<file path="src/logic/tcc_cfg.svh">
`ifndef TCC_CFG_SVH
`define TCC_CFG_SVH

// register indexes; byte address is four times the index
`define TCC_IDX_SC0      10'h056
`define TCC_IDX_CH0H     10'h057
`define TCC_IDX_CH0L     10'h058
`define TCC_IDX_SC1      10'h059
`define TCC_IDX_CH1H     10'h05A
`define TCC_IDX_CH1L     10'h05B

// status and control field positions
`define TCC_FLAG_BIT     7
`define TCC_IE_BIT       6
`define TCC_MSB_BIT      5
`define TCC_MSA_BIT      4
`define TCC_ELS_HI_BIT   3
`define TCC_ELS_LO_BIT   2
`define TCC_TOV_BIT      1
`define TCC_MAX_BIT      0

// bus answers
`define TCC_RESP_OKAY    2'h0
`define TCC_RESP_SLVERR  2'h2

`define TCC_ELS_OFF      2'h0
`define TCC_ELS_TOGGLE   2'h1
`define TCC_ELS_CLEAR    2'h2
`define TCC_ELS_SET      2'h3

`endif

</file>
<file path="src/logic/tcc_pkg.sv">
package tcc_pkg;

	typedef enum logic [1:0] {
		MODE_PRESET   = 2'b00,
		MODE_CAPTURE  = 2'b01,
		MODE_COMPARE  = 2'b10,
		MODE_BUFFERED = 2'b11
	} chan_mode_t;

	typedef struct packed {
		logic             aw_have;
		logic [11:0]      aw_addr;
		logic             w_have;
		logic [7:0]       w_data;
		logic             w_strb0;
		logic             b_valid;
		logic [1:0]       b_resp;
		logic             r_valid;
		logic [7:0]       r_data;
		logic [1:0]       r_resp;
		logic [1:0]       flag;
		logic [1:0]       ie;
		logic             msb0;
		logic [1:0]       msa;
		logic [1:0][1:0]  els;
		logic [1:0]       tov;
		logic [1:0]       max;
		logic [1:0]       max_eff;
		logic [1:0][15:0] val;
		logic [15:0]      cmp0_buf;
		logic [1:0]       cap_lock;
		logic [1:0]       cmp_lock;
		logic [1:0]       clr_armed;
		logic [1:0]       match_prev;
		logic [1:0]       pin_s1;
		logic [1:0]       pin_s2;
		logic [1:0]       pin_prev;
		logic [1:0]       out;
		logic [1:0]       oe;
		logic [1:0]       irq;
	} state_t;

endpackage

</file>
<file path="src/logic/timer_channel_capture_compare.sv">
`timescale 1ns/1ps
`include "tcc_cfg.svh"

// Behaviour
// RULE1: capture mode sets channel flag on selected active pin edge.
// RULE2: compare mode sets channel flag when counter equals channel value.
// RULE3: flag clears by status read with flag set, then writing zero.
// RULE4: event between that read and the zero write cancels the clear.
// RULE5: writing one to the flag does nothing; reset clears flag.
// RULE6: interrupt enable gates the channel request; reset clears it.
// RULE7: buffered select exists on channel 0 only; channel 1 reads zero.
// RULE8: with edge field nonzero, unbuffered select picks compare over capture.
// RULE9: with edge field zero, unbuffered select presets output: one low, zero high.
// RULE10: software stops and resets counter before changing mode selects.
// RULE11: edge field zero releases pin to port, holds preset state.
// RULE12: capture edges: 01 rising, 10 falling, 11 both.
// RULE13: compare actions: 01 toggle, 10 drive low, 11 drive high.
// RULE14: buffered select forces buffered compare/PWM with same actions.
// RULE15: outside keeps pin stable two bus clocks before capture enable.
// RULE16: toggle-on-overflow toggles compare output each overflow; reset clears.
// RULE17: overflow action beats compare action in the same cycle.
// RULE18: with toggle-on-overflow, full-duty bit forces 100 percent duty.
// RULE19: full-duty change applies from the next PWM period.
// RULE20: value registers hold capture or compare value.
// RULE21: capture mode high byte read blocks captures until low byte read.
// RULE22: compare mode high byte write blocks compares until low byte write.
// RULE23: counter overflow at modulo drives toggle-on-overflow behaviour.
// RULE24: counter halt suppresses captures until cleared.
// RULE25: capture copies counter into value registers with the flag set.
// RULE26: interrupt request is flag and enable both one.
module timer_channel_capture_compare (
	// clock and reset
	input  wire logic        i_ref_clk,
	input  wire logic        i_sys_rst,
	// shared counter
	input  wire logic [15:0] i_counter_value,
	input  wire logic        i_counter_overflow,
	input  wire logic        i_counter_halt,
	// channel pins
	input  wire logic [1:0]  i_channel_pin,
	output logic [1:0]       o_channel_pin,
	output logic [1:0]       o_channel_pin_oe,
	// interrupt requests
	output logic [1:0]       o_channel_irq,
	// axi4-lite write
	input  wire logic [11:0] i_s_axi_awaddr,
	input  wire logic        i_s_axi_awvalid,
	output logic             o_s_axi_awready,
	input  wire logic [31:0] i_s_axi_wdata,
	input  wire logic [3:0]  i_s_axi_wstrb,
	input  wire logic        i_s_axi_wvalid,
	output logic             o_s_axi_wready,
	output logic [1:0]       o_s_axi_bresp,
	output logic             o_s_axi_bvalid,
	input  wire logic        i_s_axi_bready,
	// axi4-lite read
	input  wire logic [11:0] i_s_axi_araddr,
	input  wire logic        i_s_axi_arvalid,
	output logic             o_s_axi_arready,
	output logic [31:0]      o_s_axi_rdata,
	output logic [1:0]       o_s_axi_rresp,
	output logic             o_s_axi_rvalid,
	input  wire logic        i_s_axi_rready
);

	tcc_pkg::state_t q;
	tcc_pkg::state_t d;

	////////////////////////////////////////////////////////////////////////////
	// helpers

	function automatic logic [9:0] reg_index(input logic [11:0] addr);
		reg_index = addr[11:2];
	endfunction

	// one decode per register kind, shared by the write and the read path
	function automatic logic is_status(input logic [9:0] idx);
		is_status = (idx == `TCC_IDX_SC0) || (idx == `TCC_IDX_SC1);
	endfunction

	function automatic logic is_value_hi(input logic [9:0] idx);
		is_value_hi = (idx == `TCC_IDX_CH0H) || (idx == `TCC_IDX_CH1H);
	endfunction

	function automatic logic is_value_lo(input logic [9:0] idx);
		is_value_lo = (idx == `TCC_IDX_CH0L) || (idx == `TCC_IDX_CH1L);
	endfunction

	// channel 1 owns the three upper indexes
	function automatic logic chan_of(input logic [9:0] idx);
		chan_of = (idx == `TCC_IDX_SC1) || (idx == `TCC_IDX_CH1H) ||
			(idx == `TCC_IDX_CH1L);
	endfunction

	// rising is wanted by the low field bit, falling by the high one;
	// both inputs come from behind the synchroniser, so no metastable bit reaches it
	function automatic logic edge_seen(
		input logic [1:0] els,
		input logic       now,
		input logic       prev
	);
		edge_seen = (els[0] && now && !prev) || (els[1] && !now && prev); // see RULE12
	endfunction

	// buffered channel compares against the copy taken at the last overflow,
	// so a new value never cuts a running period short
	function automatic logic [15:0] compare_value(
		input tcc_pkg::chan_mode_t md,
		input logic [15:0]         buffered,
		input logic [15:0]         direct
	);
		compare_value = (md == tcc_pkg::MODE_BUFFERED) ? buffered : direct; // see RULE14
	endfunction

	// pin driven only in the compare modes; preset and capture leave it to the port
	function automatic logic drives_pin(input tcc_pkg::chan_mode_t md);
		drives_pin = (md == tcc_pkg::MODE_COMPARE) || (md == tcc_pkg::MODE_BUFFERED);
	endfunction

	// status byte as software reads it
	function automatic logic [7:0] status_byte(
		input logic       flag,
		input logic       ie,
		input logic       msb,
		input logic       msa,
		input logic [1:0] els,
		input logic       tov,
		input logic       max
	);
		status_byte                                   = 8'h00;
		status_byte[`TCC_FLAG_BIT]                    = flag;
		status_byte[`TCC_IE_BIT]                      = ie;
		status_byte[`TCC_MSB_BIT]                     = msb;
		status_byte[`TCC_MSA_BIT]                     = msa;
		status_byte[`TCC_ELS_HI_BIT:`TCC_ELS_LO_BIT]  = els;
		status_byte[`TCC_TOV_BIT]                     = tov;
		status_byte[`TCC_MAX_BIT]                     = max;
	endfunction

	// buffered select wins over everything but a cleared edge field
	function automatic tcc_pkg::chan_mode_t chan_mode(
		input logic       msb,
		input logic       msa,
		input logic [1:0] els
	);
		if (els == `TCC_ELS_OFF) begin
			chan_mode = tcc_pkg::MODE_PRESET; // see RULE11
		end else if (msb) begin
			chan_mode = tcc_pkg::MODE_BUFFERED; // see RULE14
		end else if (msa) begin
			chan_mode = tcc_pkg::MODE_COMPARE; // see RULE8
		end else begin
			chan_mode = tcc_pkg::MODE_CAPTURE; // see RULE8
		end
	endfunction

	function automatic logic compare_level(input logic [1:0] els, input logic cur);
		case (els)
			`TCC_ELS_TOGGLE: compare_level = ~cur; // see RULE13
			`TCC_ELS_CLEAR:  compare_level = 1'b0; // see RULE13
			`TCC_ELS_SET:    compare_level = 1'b1; // see RULE13
			default:         compare_level = cur;
		endcase
	endfunction

	// level that the compare would otherwise end; toggle mode has none, so it holds
	function automatic logic full_level(input logic [1:0] els, input logic cur);
		case (els)
			`TCC_ELS_CLEAR: full_level = 1'b1;
			`TCC_ELS_SET:   full_level = 1'b0;
			default:        full_level = cur;
		endcase
	endfunction

	////////////////////////////////////////////////////////////////////////////
	// next state

	always_comb begin
		logic [1:0]          ev;
		logic [15:0]         cmpv;
		logic                match;
		logic                wr_go;
		logic                rd_go;
		logic [9:0]          widx;
		logic [9:0]          ridx;
		logic                wc;
		logic                rc;
		logic                edge_hit;
		tcc_pkg::chan_mode_t md;
		d        = q;
		ev       = 2'h0;
		cmpv     = 16'h0000;
		match    = 1'b0;
		edge_hit = 1'b0;
		md       = tcc_pkg::MODE_PRESET;
		wr_go    = q.aw_have && q.w_have && !q.b_valid;
		rd_go    = i_s_axi_arvalid && !q.r_valid;
		widx     = reg_index(q.aw_addr);
		ridx     = reg_index(i_s_axi_araddr);
		wc       = chan_of(widx);
		rc       = chan_of(ridx);

		// bus channel capture, either order for address and data
		if (i_s_axi_awvalid && !q.aw_have && !q.b_valid) begin
			d.aw_have = 1'b1;
			d.aw_addr = i_s_axi_awaddr;
		end
		if (i_s_axi_wvalid && !q.w_have && !q.b_valid) begin
			d.w_have  = 1'b1;
			d.w_data  = i_s_axi_wdata[7:0];
			d.w_strb0 = i_s_axi_wstrb[0];
		end
		if (q.b_valid && i_s_axi_bready) begin
			d.b_valid = 1'b0;
		end
		if (q.r_valid && i_s_axi_rready) begin
			d.r_valid = 1'b0;
		end

		// pin synchroniser; only the second stage and later are inspected
		d.pin_s1   = i_channel_pin;
		d.pin_s2   = q.pin_s1;
		d.pin_prev = q.pin_s2;

		// channel events and output drive
		for (int c = 0; c < 2; c++) begin
			md    = chan_mode((c == 0) && q.msb0, q.msa[c], q.els[c]);
			cmpv  = compare_value(md, q.cmp0_buf, q.val[c]);
			match = (i_counter_value == cmpv);
			d.match_prev[c] = match;
			// counter may dwell on one value under the prescaler: flag once per entry
			if (md == tcc_pkg::MODE_CAPTURE) begin
				edge_hit = edge_seen(q.els[c], q.pin_s2[c], q.pin_prev[c]); // see RULE12
				if (edge_hit && !i_counter_halt && !q.cap_lock[c]) begin // see RULE24 see RULE21
					ev[c] = 1'b1; // see RULE1
				end
			end else if (md != tcc_pkg::MODE_PRESET) begin
				if (match && !q.match_prev[c] && !q.cmp_lock[c]) begin // see RULE22
					ev[c] = 1'b1; // see RULE2
				end
			end
			if (md == tcc_pkg::MODE_PRESET) begin
				d.out[c] = ~q.msa[c]; // see RULE9
			end else if (md != tcc_pkg::MODE_CAPTURE) begin
				if (q.tov[c] && q.max_eff[c]) begin
					d.out[c] = full_level(q.els[c], q.out[c]); // see RULE18
				end else if (q.tov[c] && i_counter_overflow) begin
					d.out[c] = ~q.out[c]; // see RULE16 see RULE17 see RULE23
				end else if (ev[c]) begin
					d.out[c] = compare_level(q.els[c], q.out[c]); // see RULE13
				end
			end
			d.oe[c] = drives_pin(md); // see RULE11
			if (i_counter_overflow) begin
				d.max_eff[c] = q.max[c]; // see RULE19
			end
			// in buffered mode the compare copy only moves at a period boundary; otherwise it follows the channel 0 value every cycle
			if (c == 0) begin
				if ((md != tcc_pkg::MODE_BUFFERED) || i_counter_overflow) begin
					d.cmp0_buf = q.val[0]; // see RULE14
				end
			end
		end

		// register write
		if (wr_go) begin
			d.aw_have = 1'b0;
			d.w_have  = 1'b0;
			d.b_valid = 1'b1;
			d.b_resp  = `TCC_RESP_OKAY;
			if (is_status(widx)) begin
				if (q.w_strb0) begin
					if (!q.w_data[`TCC_FLAG_BIT] && q.clr_armed[wc]) begin
						d.flag[wc] = 1'b0; // see RULE3 see RULE5
					end
					d.clr_armed[wc] = 1'b0;
					d.ie[wc]        = q.w_data[`TCC_IE_BIT]; // see RULE6
					if (!wc) begin
						d.msb0 = q.w_data[`TCC_MSB_BIT]; // see RULE7
					end
					d.msa[wc] = q.w_data[`TCC_MSA_BIT];
					d.els[wc] = q.w_data[`TCC_ELS_HI_BIT:`TCC_ELS_LO_BIT];
					d.tov[wc] = q.w_data[`TCC_TOV_BIT];
					d.max[wc] = q.w_data[`TCC_MAX_BIT];
				end
			end else if (is_value_hi(widx)) begin
				if (q.w_strb0) begin
					d.val[wc][15:8] = q.w_data; // see RULE20
					if (chan_mode(!wc && q.msb0, q.msa[wc], q.els[wc]) !=
						tcc_pkg::MODE_CAPTURE) begin
						d.cmp_lock[wc] = 1'b1; // see RULE22
					end
				end
			end else if (is_value_lo(widx)) begin
				if (q.w_strb0) begin
					d.val[wc][7:0] = q.w_data; // see RULE20
					d.cmp_lock[wc] = 1'b0; // see RULE22
				end
			end else begin
				d.b_resp = `TCC_RESP_SLVERR;
			end
		end

		// register read, with its side effects
		if (rd_go) begin
			d.r_valid = 1'b1;
			d.r_resp  = `TCC_RESP_OKAY;
			d.r_data  = 8'h00;
			if (is_status(ridx)) begin
				d.r_data = status_byte(q.flag[rc], q.ie[rc], !rc && q.msb0, q.msa[rc],
					q.els[rc], q.tov[rc], q.max[rc]); // see RULE7
				if (q.flag[rc]) begin
					d.clr_armed[rc] = 1'b1; // see RULE3
				end
			end else if (is_value_hi(ridx)) begin
				d.r_data = q.val[rc][15:8];
				if (chan_mode(!rc && q.msb0, q.msa[rc], q.els[rc]) ==
					tcc_pkg::MODE_CAPTURE) begin
					d.cap_lock[rc] = 1'b1; // see RULE21
				end
			end else if (is_value_lo(ridx)) begin
				d.r_data       = q.val[rc][7:0];
				d.cap_lock[rc] = 1'b0; // see RULE21
			end else begin
				d.r_resp = `TCC_RESP_SLVERR;
			end
		end

		// hardware events last, so a set always beats a clear in the same cycle
		for (int c = 0; c < 2; c++) begin
			md = chan_mode((c == 0) && q.msb0, q.msa[c], q.els[c]);
			if (ev[c]) begin
				d.flag[c]      = 1'b1; // see RULE1 see RULE2
				d.clr_armed[c] = 1'b0; // see RULE4
				if (md == tcc_pkg::MODE_CAPTURE) begin
					d.val[c] = i_counter_value; // see RULE25
				end
			end
		end

		d.irq = d.flag & d.ie; // see RULE26 see RULE6
	end

	////////////////////////////////////////////////////////////////////////////
	// state register

	// value registers are nominally unknown after reset; zero keeps simulation clean
	always_ff @(posedge i_ref_clk or posedge i_sys_rst) begin
		if (i_sys_rst) begin
			q <= '0; // see RULE5 see RULE6 see RULE7 see RULE11 see RULE16
		end else begin
			q <= d;
		end
	end

	////////////////////////////////////////////////////////////////////////////
	// outputs

	assign o_s_axi_awready  = !q.aw_have && !q.b_valid;
	assign o_s_axi_wready   = !q.w_have && !q.b_valid;
	assign o_s_axi_bvalid   = q.b_valid;
	assign o_s_axi_bresp    = q.b_resp;
	assign o_s_axi_arready  = !q.r_valid;
	assign o_s_axi_rvalid   = q.r_valid;
	assign o_s_axi_rresp    = q.r_resp;
	assign o_s_axi_rdata    = {24'h000000, q.r_data};
	assign o_channel_pin    = q.out;
	assign o_channel_pin_oe = q.oe;
	assign o_channel_irq    = q.irq;

endmodule // timer_channel_capture_compare

</file>
<file path="config.mk">
export PLATFORM = sky130hd
export DESIGN_NAME = timer_channel_capture_compare
export DESIGN_NICKNAME = d
export VERILOG_FILES = /design/src/logic/tcc_pkg.sv /design/src/logic/timer_channel_capture_compare.sv
export VERILOG_INCLUDE_DIRS = /design/src /design/src/logic
export SDC_FILE = /design/constraint.sdc
export NUM_CORES = 1
export LEC_CHECK = 0
export ABC_AREA = 0
export BUFFER_PORTS_ARGS = -buffer_cell sky130_fd_sc_hd__buf_2
export CAP_MARGIN = 0
export CORE_MARGIN = 3
export CORE_UTILIZATION = 50
export CTS_BUF_LIST = sky130_fd_sc_hd__clkbuf_2
export CTS_CLUSTER_DIAMETER = 100
export DETAILED_ROUTE_END_ITERATION = 10
export GPL_ROUTABILITY_DRIVEN = 0
export PLACE_DENSITY = 0.75
export SETUP_SLACK_MARGIN = 0.4
export SKIP_LAST_GASP = 1
export SYNTH_ARGS = -nofsm -noshare
export SYNTH_HDL_FRONTEND = slang
export SYNTH_SLANG_ARGS = --single-unit
</file>
<file path="constraint.sdc">
create_clock -name i_ref_clk -period 5.9 [get_ports i_ref_clk]
set_input_delay 0 -clock i_ref_clk [delete_from_list [all_inputs] [get_ports i_ref_clk]]
set_output_delay 0 -clock i_ref_clk [all_outputs]
set_load 0.02 [all_outputs]
</file>
==> results of run 1 <==
[power groups by stage]
stage / combinational [mW] / clock [mW] / sequential, mW
2_1_floorplan: 0.293 / 0 / 1.01
3_3_place_gp: 0.337 / 0 / 1.06
3_5_place_dp: 0.350 / 0 / 1.07
4_1_cts: 0.436 / 0.453 / 1.06
5_1_grt: 0.487 / 0.491 / 1.08
6_report: 0.443 / 0.446 / 1.06
[worst max-delay path, stage by stage]
cell and delay, ns:
dlygate4sd3_1 0.53, buf_2 0.12, nor4bb_1 0.51, nand4b_1 0.18, buf_4 0.28, mux2i_1 0.27, nand3_1 0.16, dlygate4sd3_1 0.63
or3_1 0.39, o311ai_0 0.36, dlygate4sd3_1 0.61
[final cells by class]
type                       count  area [um^2]  area share (%)
clock buffer                  18         90.1            1.16
inverter                      17         66.3           0.851
clock inverter                12         90.1            1.16
timing repair buffer         152         1130            14.5
tap                          172          215            2.76
multi-input combinational    470         3250            41.7
sequential                   118         2950            37.9
[metal layers]
metal	share of wire [%]	up-vias	track usage, %
li1	-	2491	-
met1	41	2630	32.3
met2	48	248	39.2
met3	7.8	49	5.78
met4	3.2	0	11.3
met5	0	-	0
[path summary, 6_finish.rpt]
| path | slack, ns | cells after the start | endpoint | startpoint |
|---|---|---|---|---|
| min reg2reg | 0.37 | 0 | d[6] | d[8] |
| min | 0.03 | 3 | q[99] | i_s_axi_wstrb[0] |
| min in group asynchronous | 0.46 | 4 | q[119] | i_sys_rst |
| max in group asynchronous | 4.07 | 5 | o_s_axi_rdata[4] | i_sys_rst |
| max reg2reg | 2.55 | 8 | o_channel_pin[0] | flip-flop |
| max | 2.52 | 11 | flip-flop | i_s_axi_araddr[7] |
[synth_stat cells (all sizes together), types with 3 or more instances]
master   count  area, um^2
nand3        7        35.0
or3          4        25.0
mux2        50         567
o2111ai      3        26.3
o22ai        9        56.3
o211ai       4        30.0
xnor2       22         193
dfrtp      118        2950
ha           6        75.1
buf         47         343
a21o         4        30.0
and2         3        18.8
clkbuf      26        97.6
nor3         7        40.0
a21oi       12        60.1
xor2         9        78.8
o21ai       65         325
nand2       67         254
inv         17        63.8
o31a         4        35.0
nand2b      15        93.8
nand4        7        43.8
or2          3        18.8
nor2        31         119
and3         4        25.0
nor2b        8        50.1
o221ai       7        61.3
mux2i       54         541
nor4         7        50.1
[stage by stage]
step	total power, mW	cell area (um^2)	setup WS [ns]
after floorplan	1.30	6710	2.77
final	1.95	7790	2.52
after global placement	1.40	6900	2.67
after global routing	2.06	7790	2.25
after detailed placement	1.42	6900	2.56
after CTS	1.94	7790	2.56
[timing repair]
| action | in CTS | in global routing |
|---|---|---|
| endpoints found under the hold margin | 123 | 0 |
| setup endpoints to repair | 0 | 0 |
| resized for setup | 0 | 0 |
| hold buffers | 71 | 0 |
[kinds of logic (layout without fill, tap and decap cells)]
family | Yosys count | count (layout) | share of synthesized area [%]
compound gates | 127 | 127 | 12.1
xor+xnor | 31 | 31 | 4.11
fa+ha+maj | 6 | 6 | 1.14
buf+inv | 90 | 199 | 7.62
flops | 118 | 118 | 44.6
mux | 104 | 104 | 16.7
other cells | 1 | 26 | 0.0567
simple gates | 176 | 176 | 13.6
==> summary.md, run 1 <==
| Metric | Value |
|---|---|
| Status | `completed` |
| Ys Warns | `0` |
| Boundary Pins | `~130` |
| Most frequent cells in the layout | `118 x dfrtp_1, 76 x buf_2, 71 x dlygate4sd3_1, 66 x nand2_1, 65 x o21ai_0` |
| RSZ-0062 raised after global routing | `no` |
| Register area share after synthesis | `44.6%` |
| Max-slew violation count | `0` |
| Startpoint types | `input port` |
| Mapped Area | `roughly 0.0066 mm^2` |
| Vias in the first global route | `about 5500` |
| Max Buffers Root-to-Sink | `2` |
| Diode count | `0` |
| Final period utilization | `between 50% and 60%` |
| Seq pwr share | `around 55%` |
| DRT antenna net count | `0` |
| Worst hold slack | `~0.026 ns` |
| Drt wl/cell | `between 15 and 20 um` |
| Tightest Pin Transition | `~1.2 ns` |
| I/O Buffers | `76` |
| Slew margin rel. | `a little over a fifth` |
| Static Leakage | `3.42 nW` |
| Worst setup path class | `in2reg` |
| Max Clk Rate | `between 200 and 300 MHz` |
| Min Tclk post-route | `about 3.4 ns` |
| CTS tree | `built` |
| Post-Layout Cell Count | `about 960` |
| Synthesized flop and latch total | `between 100 and 150` |
| Core Util, Final | `about three fifths` |
| Max Cap Viol | `0` |
| Sink Count | `~120` |
| Clock group share of total power | `around 23%` |
| Total number of vias | `5418` |
| Largest net degree at the start of global routing | `74` |
| Clock Pin Slew Worst Setup and Hold Paths | `between 0.15 and 0.2 ns` |
| Total GRT Usage | `between 20% and 30%` |
| Final setup viols | `0` |
| Most common flop cell mapped by yosys | `dfrtp_1` |
| Die height | `between 100 and 150 um` |
| P_sw | `0.666 mW` |
| Clock Skews | `roughly 0.031 ns` |
| Switching share of power | `between 30% and 40%` |
| Layout fillers | `1046` |
| Area delta synth->final | `17.8%` |
| Post-CTS setup buffer count | `0` |
| VDD IR max | `approximately 0.25 mV` |
| HP Class | `in2reg` |
| Clock Tree Root | `clkbuf_2` |
| First-pass GRT wire length | `between 20000 and 30000 um` |
| Hpwl dp | `11700 um` |
| Post-synth cell types | `65` |
| Post-synthesis instance total | `653` |
| Worst Path Required | `between 6 and 7 ns` |
| Placed cell count | `858` |
| Initial drt markers | `541` |
| CTS H-Tree Depth | `4` |
| Die X-Extent | `roughly 120 um` |
| WP data arrival | `between 4 and 5 ns` |
| Crit Path Max Fanout | `20` |
| Core ar. | `roughly 0.013 mm^2` |
| Gate power share | `22.7%` |
| Via-to-Cell Ratio | `between 5 and 6` |
| Clock insertion delay at the later pin of the skew report | `between 0.7 and 0.8 ns` |
| GRT overflow | `0` |
| Initial Util | `between 50% and 60%` |
| Internal Power | `about 1.3 mW` |
| DIE AREA | `0.0146 mm^2` |
| Nets | `between 800 and 900` |
| DRC Markers | `0` |
| Setup TNS | `0 ns` |
| Routed WL | `17300 um` |
| Num CTS Buffers | `17` |
| Share of post-route cells with drive strength above 1 | `~22%` |
| Initial antenna violation count | `0` |
| Mean Syn Cell Area | `just over 10 um^2` |
| Final hold violations | `0` |
| Post-synth EDFFs | `0` |
| Ys async rst share | `between 90% and 100%` |
| Commonest non-fill, non-tap cell in the layout | `dfrtp_1` |
| CP Capture Type | `flip-flop` |
| Power per cell area | `250 mW/mm^2` |
| Row cnt | `around 40` |
| DR pass1 iterations | `5` |
No activity file was read; power rests on OpenSTA's default activity.
==> inputs of run 2 (changes only) <==
- PLACE_DENSITY: 0.75 -> 0.78
- clock period: 5.9 -> 2.7 ns (I/O delays scaled with it)
==> summary.md, run 2 (synthesized netlist as in run 1, its figures left out) <==
| Metric | Value |
|---|---|
| Status | `completed` |
| DRC Markers | `0` |
| Share of post-route cells with drive strength above 1 | `between 20% and 30%` |
| Max Cap Viol | `0` |
| Sink Count | `around 120` |
| Seq pwr share | `approximately 50%` |
| Tightest Pin Transition | `between 0.7 and 0.8 ns` |
| DR pass1 iterations | `6` |
| Worst path buffer plus inverter count | `2` |
| Worst setup path class | `reg2reg` |
| Tot Pwr | `4.73 mW` |
| Die height | `about 120 um` |
| CP max stage delay | `about 0.47 ns` |
| Hpwl dp | `approximately 12000 um` |
| Design area | `~0.0084 mm^2` |
| Initial Util | `51.8%` |
| Gate power share | `about a quarter` |
| Setup ws final | `between 0.1 and 0.15 ns` |
| Num CTS Buffers | `17` |
| WP data arrival | `3.21 ns` |
| Critical Path, Cell by Cell | `inv_2 > ha_4 > nand2b_4 > buf_6 > nand2_1 > o22ai_1 > or4b_1 > or4_4 > mux2_4` |
| Drt wl/cell | `about 18 um` |
| Internal Power | `about 3.2 mW` |
| Max Buffers Root-to-Sink | `2` |
| Boundary Pins | `between 100 and 150` |
| Total number of vias | `roughly 5800` |
| Clock Tree Root | `clkbuf_2` |
| Static Leakage | `approximately 3.7 nW` |
| Total GRT Usage | `between 20% and 30%` |
| CTS tree | `built` |
| CP top delay family | `simple AND/OR/NAND/NOR gates` |
| Nets | `a little over 900` |
| Clock insertion delay at the later pin of the skew report | `about 0.7 ns` |
| Switching share of power | `about a third` |
| Layout fillers | `982` |
| Slowest CP cell | `or4_4` |
| DRT antenna net count | `0` |
| Clock Pin Slew Worst Setup and Hold Paths | `0.16 ns` |
| VDD IR max | `about 0.54 mV` |
| Area delta synth->final | `27.1%` |
| HP Class | `in2reg` |
| Startpoint types | `flip-flop` |
| Slew margin rel. | `47.7%` |
| Max-slew violation count | `0` |
| Min Tclk post-route | `2.59 ns` |
| Die X-Extent | `around 120 um` |
| Post-DP Area | `0.00703 mm^2` |
| Most frequent cells in the layout | `116 x dfrtp_1, 98 x dlygate4sd3_1, 76 x buf_2, 65 x nand2_1, 64 x o21ai_0` |
| Via-to-Cell Ratio | `around 5.7` |
| R2R Setup Slk | `~0.11 ns` |
| P_sw | `~1.6 mW` |
| Commonest non-fill, non-tap cell in the layout | `dfrtp_1` |
| RSZ-0062 raised after global routing | `yes` |
| Final setup viols | `0` |
| I/O Buffers | `76` |
| Worst Path Required | `between 3 and 4 ns` |
| Routed WL | `around 18000 um` |
| Core ar. | `between 0.01 and 0.015 mm^2` |
| CP Capture Type | `flip-flop` |
| Crit Path Max Fanout | `10` |
| Clock group share of total power | `between 20% and 30%` |
| Initial drt markers | `roughly 460` |
| Place WS | `around 0.07 ns` |
| Row cnt | `a little over 40` |
| Setup TNS | `0 ns` |
| Clock Skews | `around 0.043 ns` |
| Initial antenna violation count | `1` |
| Vias in the first global route | `~5700` |
| Power per cell area | `562 mW/mm^2` |
| Final hold violations | `0` |
| DIE AREA | `between 0.01 and 0.015 mm^2` |
| Largest net degree at the start of global routing | `36` |
| First-pass GRT wire length | `29000 um` |
| CTS H-Tree Depth | `4` |
| Final period utilization | `96.0%` |
| Max Clk Rate | `about 390 MHz` |
| GRT overflow | `0` |
run 2: metrics by stage:
step	cells	util [%]	hold WS, ns
finish	1015	65.8	0.0749
global route	1015	65.8	0.0805
CTS	1005	65.1	0.00755
detailed placement	870	55.1	0.110
global placement	870	55.1	0.110
floorplan	678	-	0.0314
run 2: per-layer routing:
| layer | GRT usage, % | part of all wire [%] |
|---|---|---|
| met1 | 32.2 | 41 |
| met2 | 41.5 | 48 |
| met3 | 6.43 | 7.7 |
| met4 | 11.3 | 3.8 |
| met5 | 0 | 0 |
run 2: area by class of cell:
cell class / instances / area [um^2] / area share [%]
repair buffers: 205 / 1620 / 19.3
clock inverters: 12 / 138 / 1.64
well taps: 172 / 215 / 2.56
clock buffers: 19 / 95.1 / 1.13
multi-input cells: 471 / 3310 / 39.4
flip-flops and latches: 118 / 2960 / 35.1
diodes: 1 / 2.50 / 0.0298
inverters: 17 / 67.6 / 0.804
run 2: path summary, 6_finish.rpt:
path	endpoint	from	depth (start not counted)
min in group asynchronous	o_channel_irq[0]	i_sys_rst	4
min	flip-flop	i_s_axi_araddr[10]	6
max	o_channel_pin[0]	flip-flop	9
max reg2reg	o_channel_pin[0]	flip-flop	9
max in group asynchronous	q[50]	i_sys_rst	5
min reg2reg	d[7]	d[9]	0
run 2: power by group through the flow:
stage | Combinational, mW | Clock (mW) | Sequential, mW
final | 1.20 | 1.16 | 2.36
after global routing | 1.30 | 1.26 | 2.38
after CTS | 1.10 | 1.18 | 2.33
after detailed placement | 0.781 | 0 | 2.35
after global placement | 0.747 | 0 | 2.33
after floorplan | 0.643 | 0 | 2.20
run 2: worst reg2reg max path, stage by stage (launching register included):
cell	delay, ns
dfrtp_1	0.43
inv_2	0.09
ha_4	0.15
nand2b_4	0.20
buf_6	0.16
nand2_1	0.06
o22ai_1	0.17
or4b_1	0.46
or4_4	0.47
mux2_4	0.31
run 2: what timing repair did:
| item | CTS | global route |
|---|---|---|
| setup buffers | 5 | 9 |
| endpoints found under the setup margin | 18 | 38 |
| hold buffers | 98 | 0 |
| gates cloned | 1 | 0 |
| gates resized for setup | 6 | 9 |
| hold endpoints to repair | 201 | 0 |
| pin swaps | 3 | 7 |
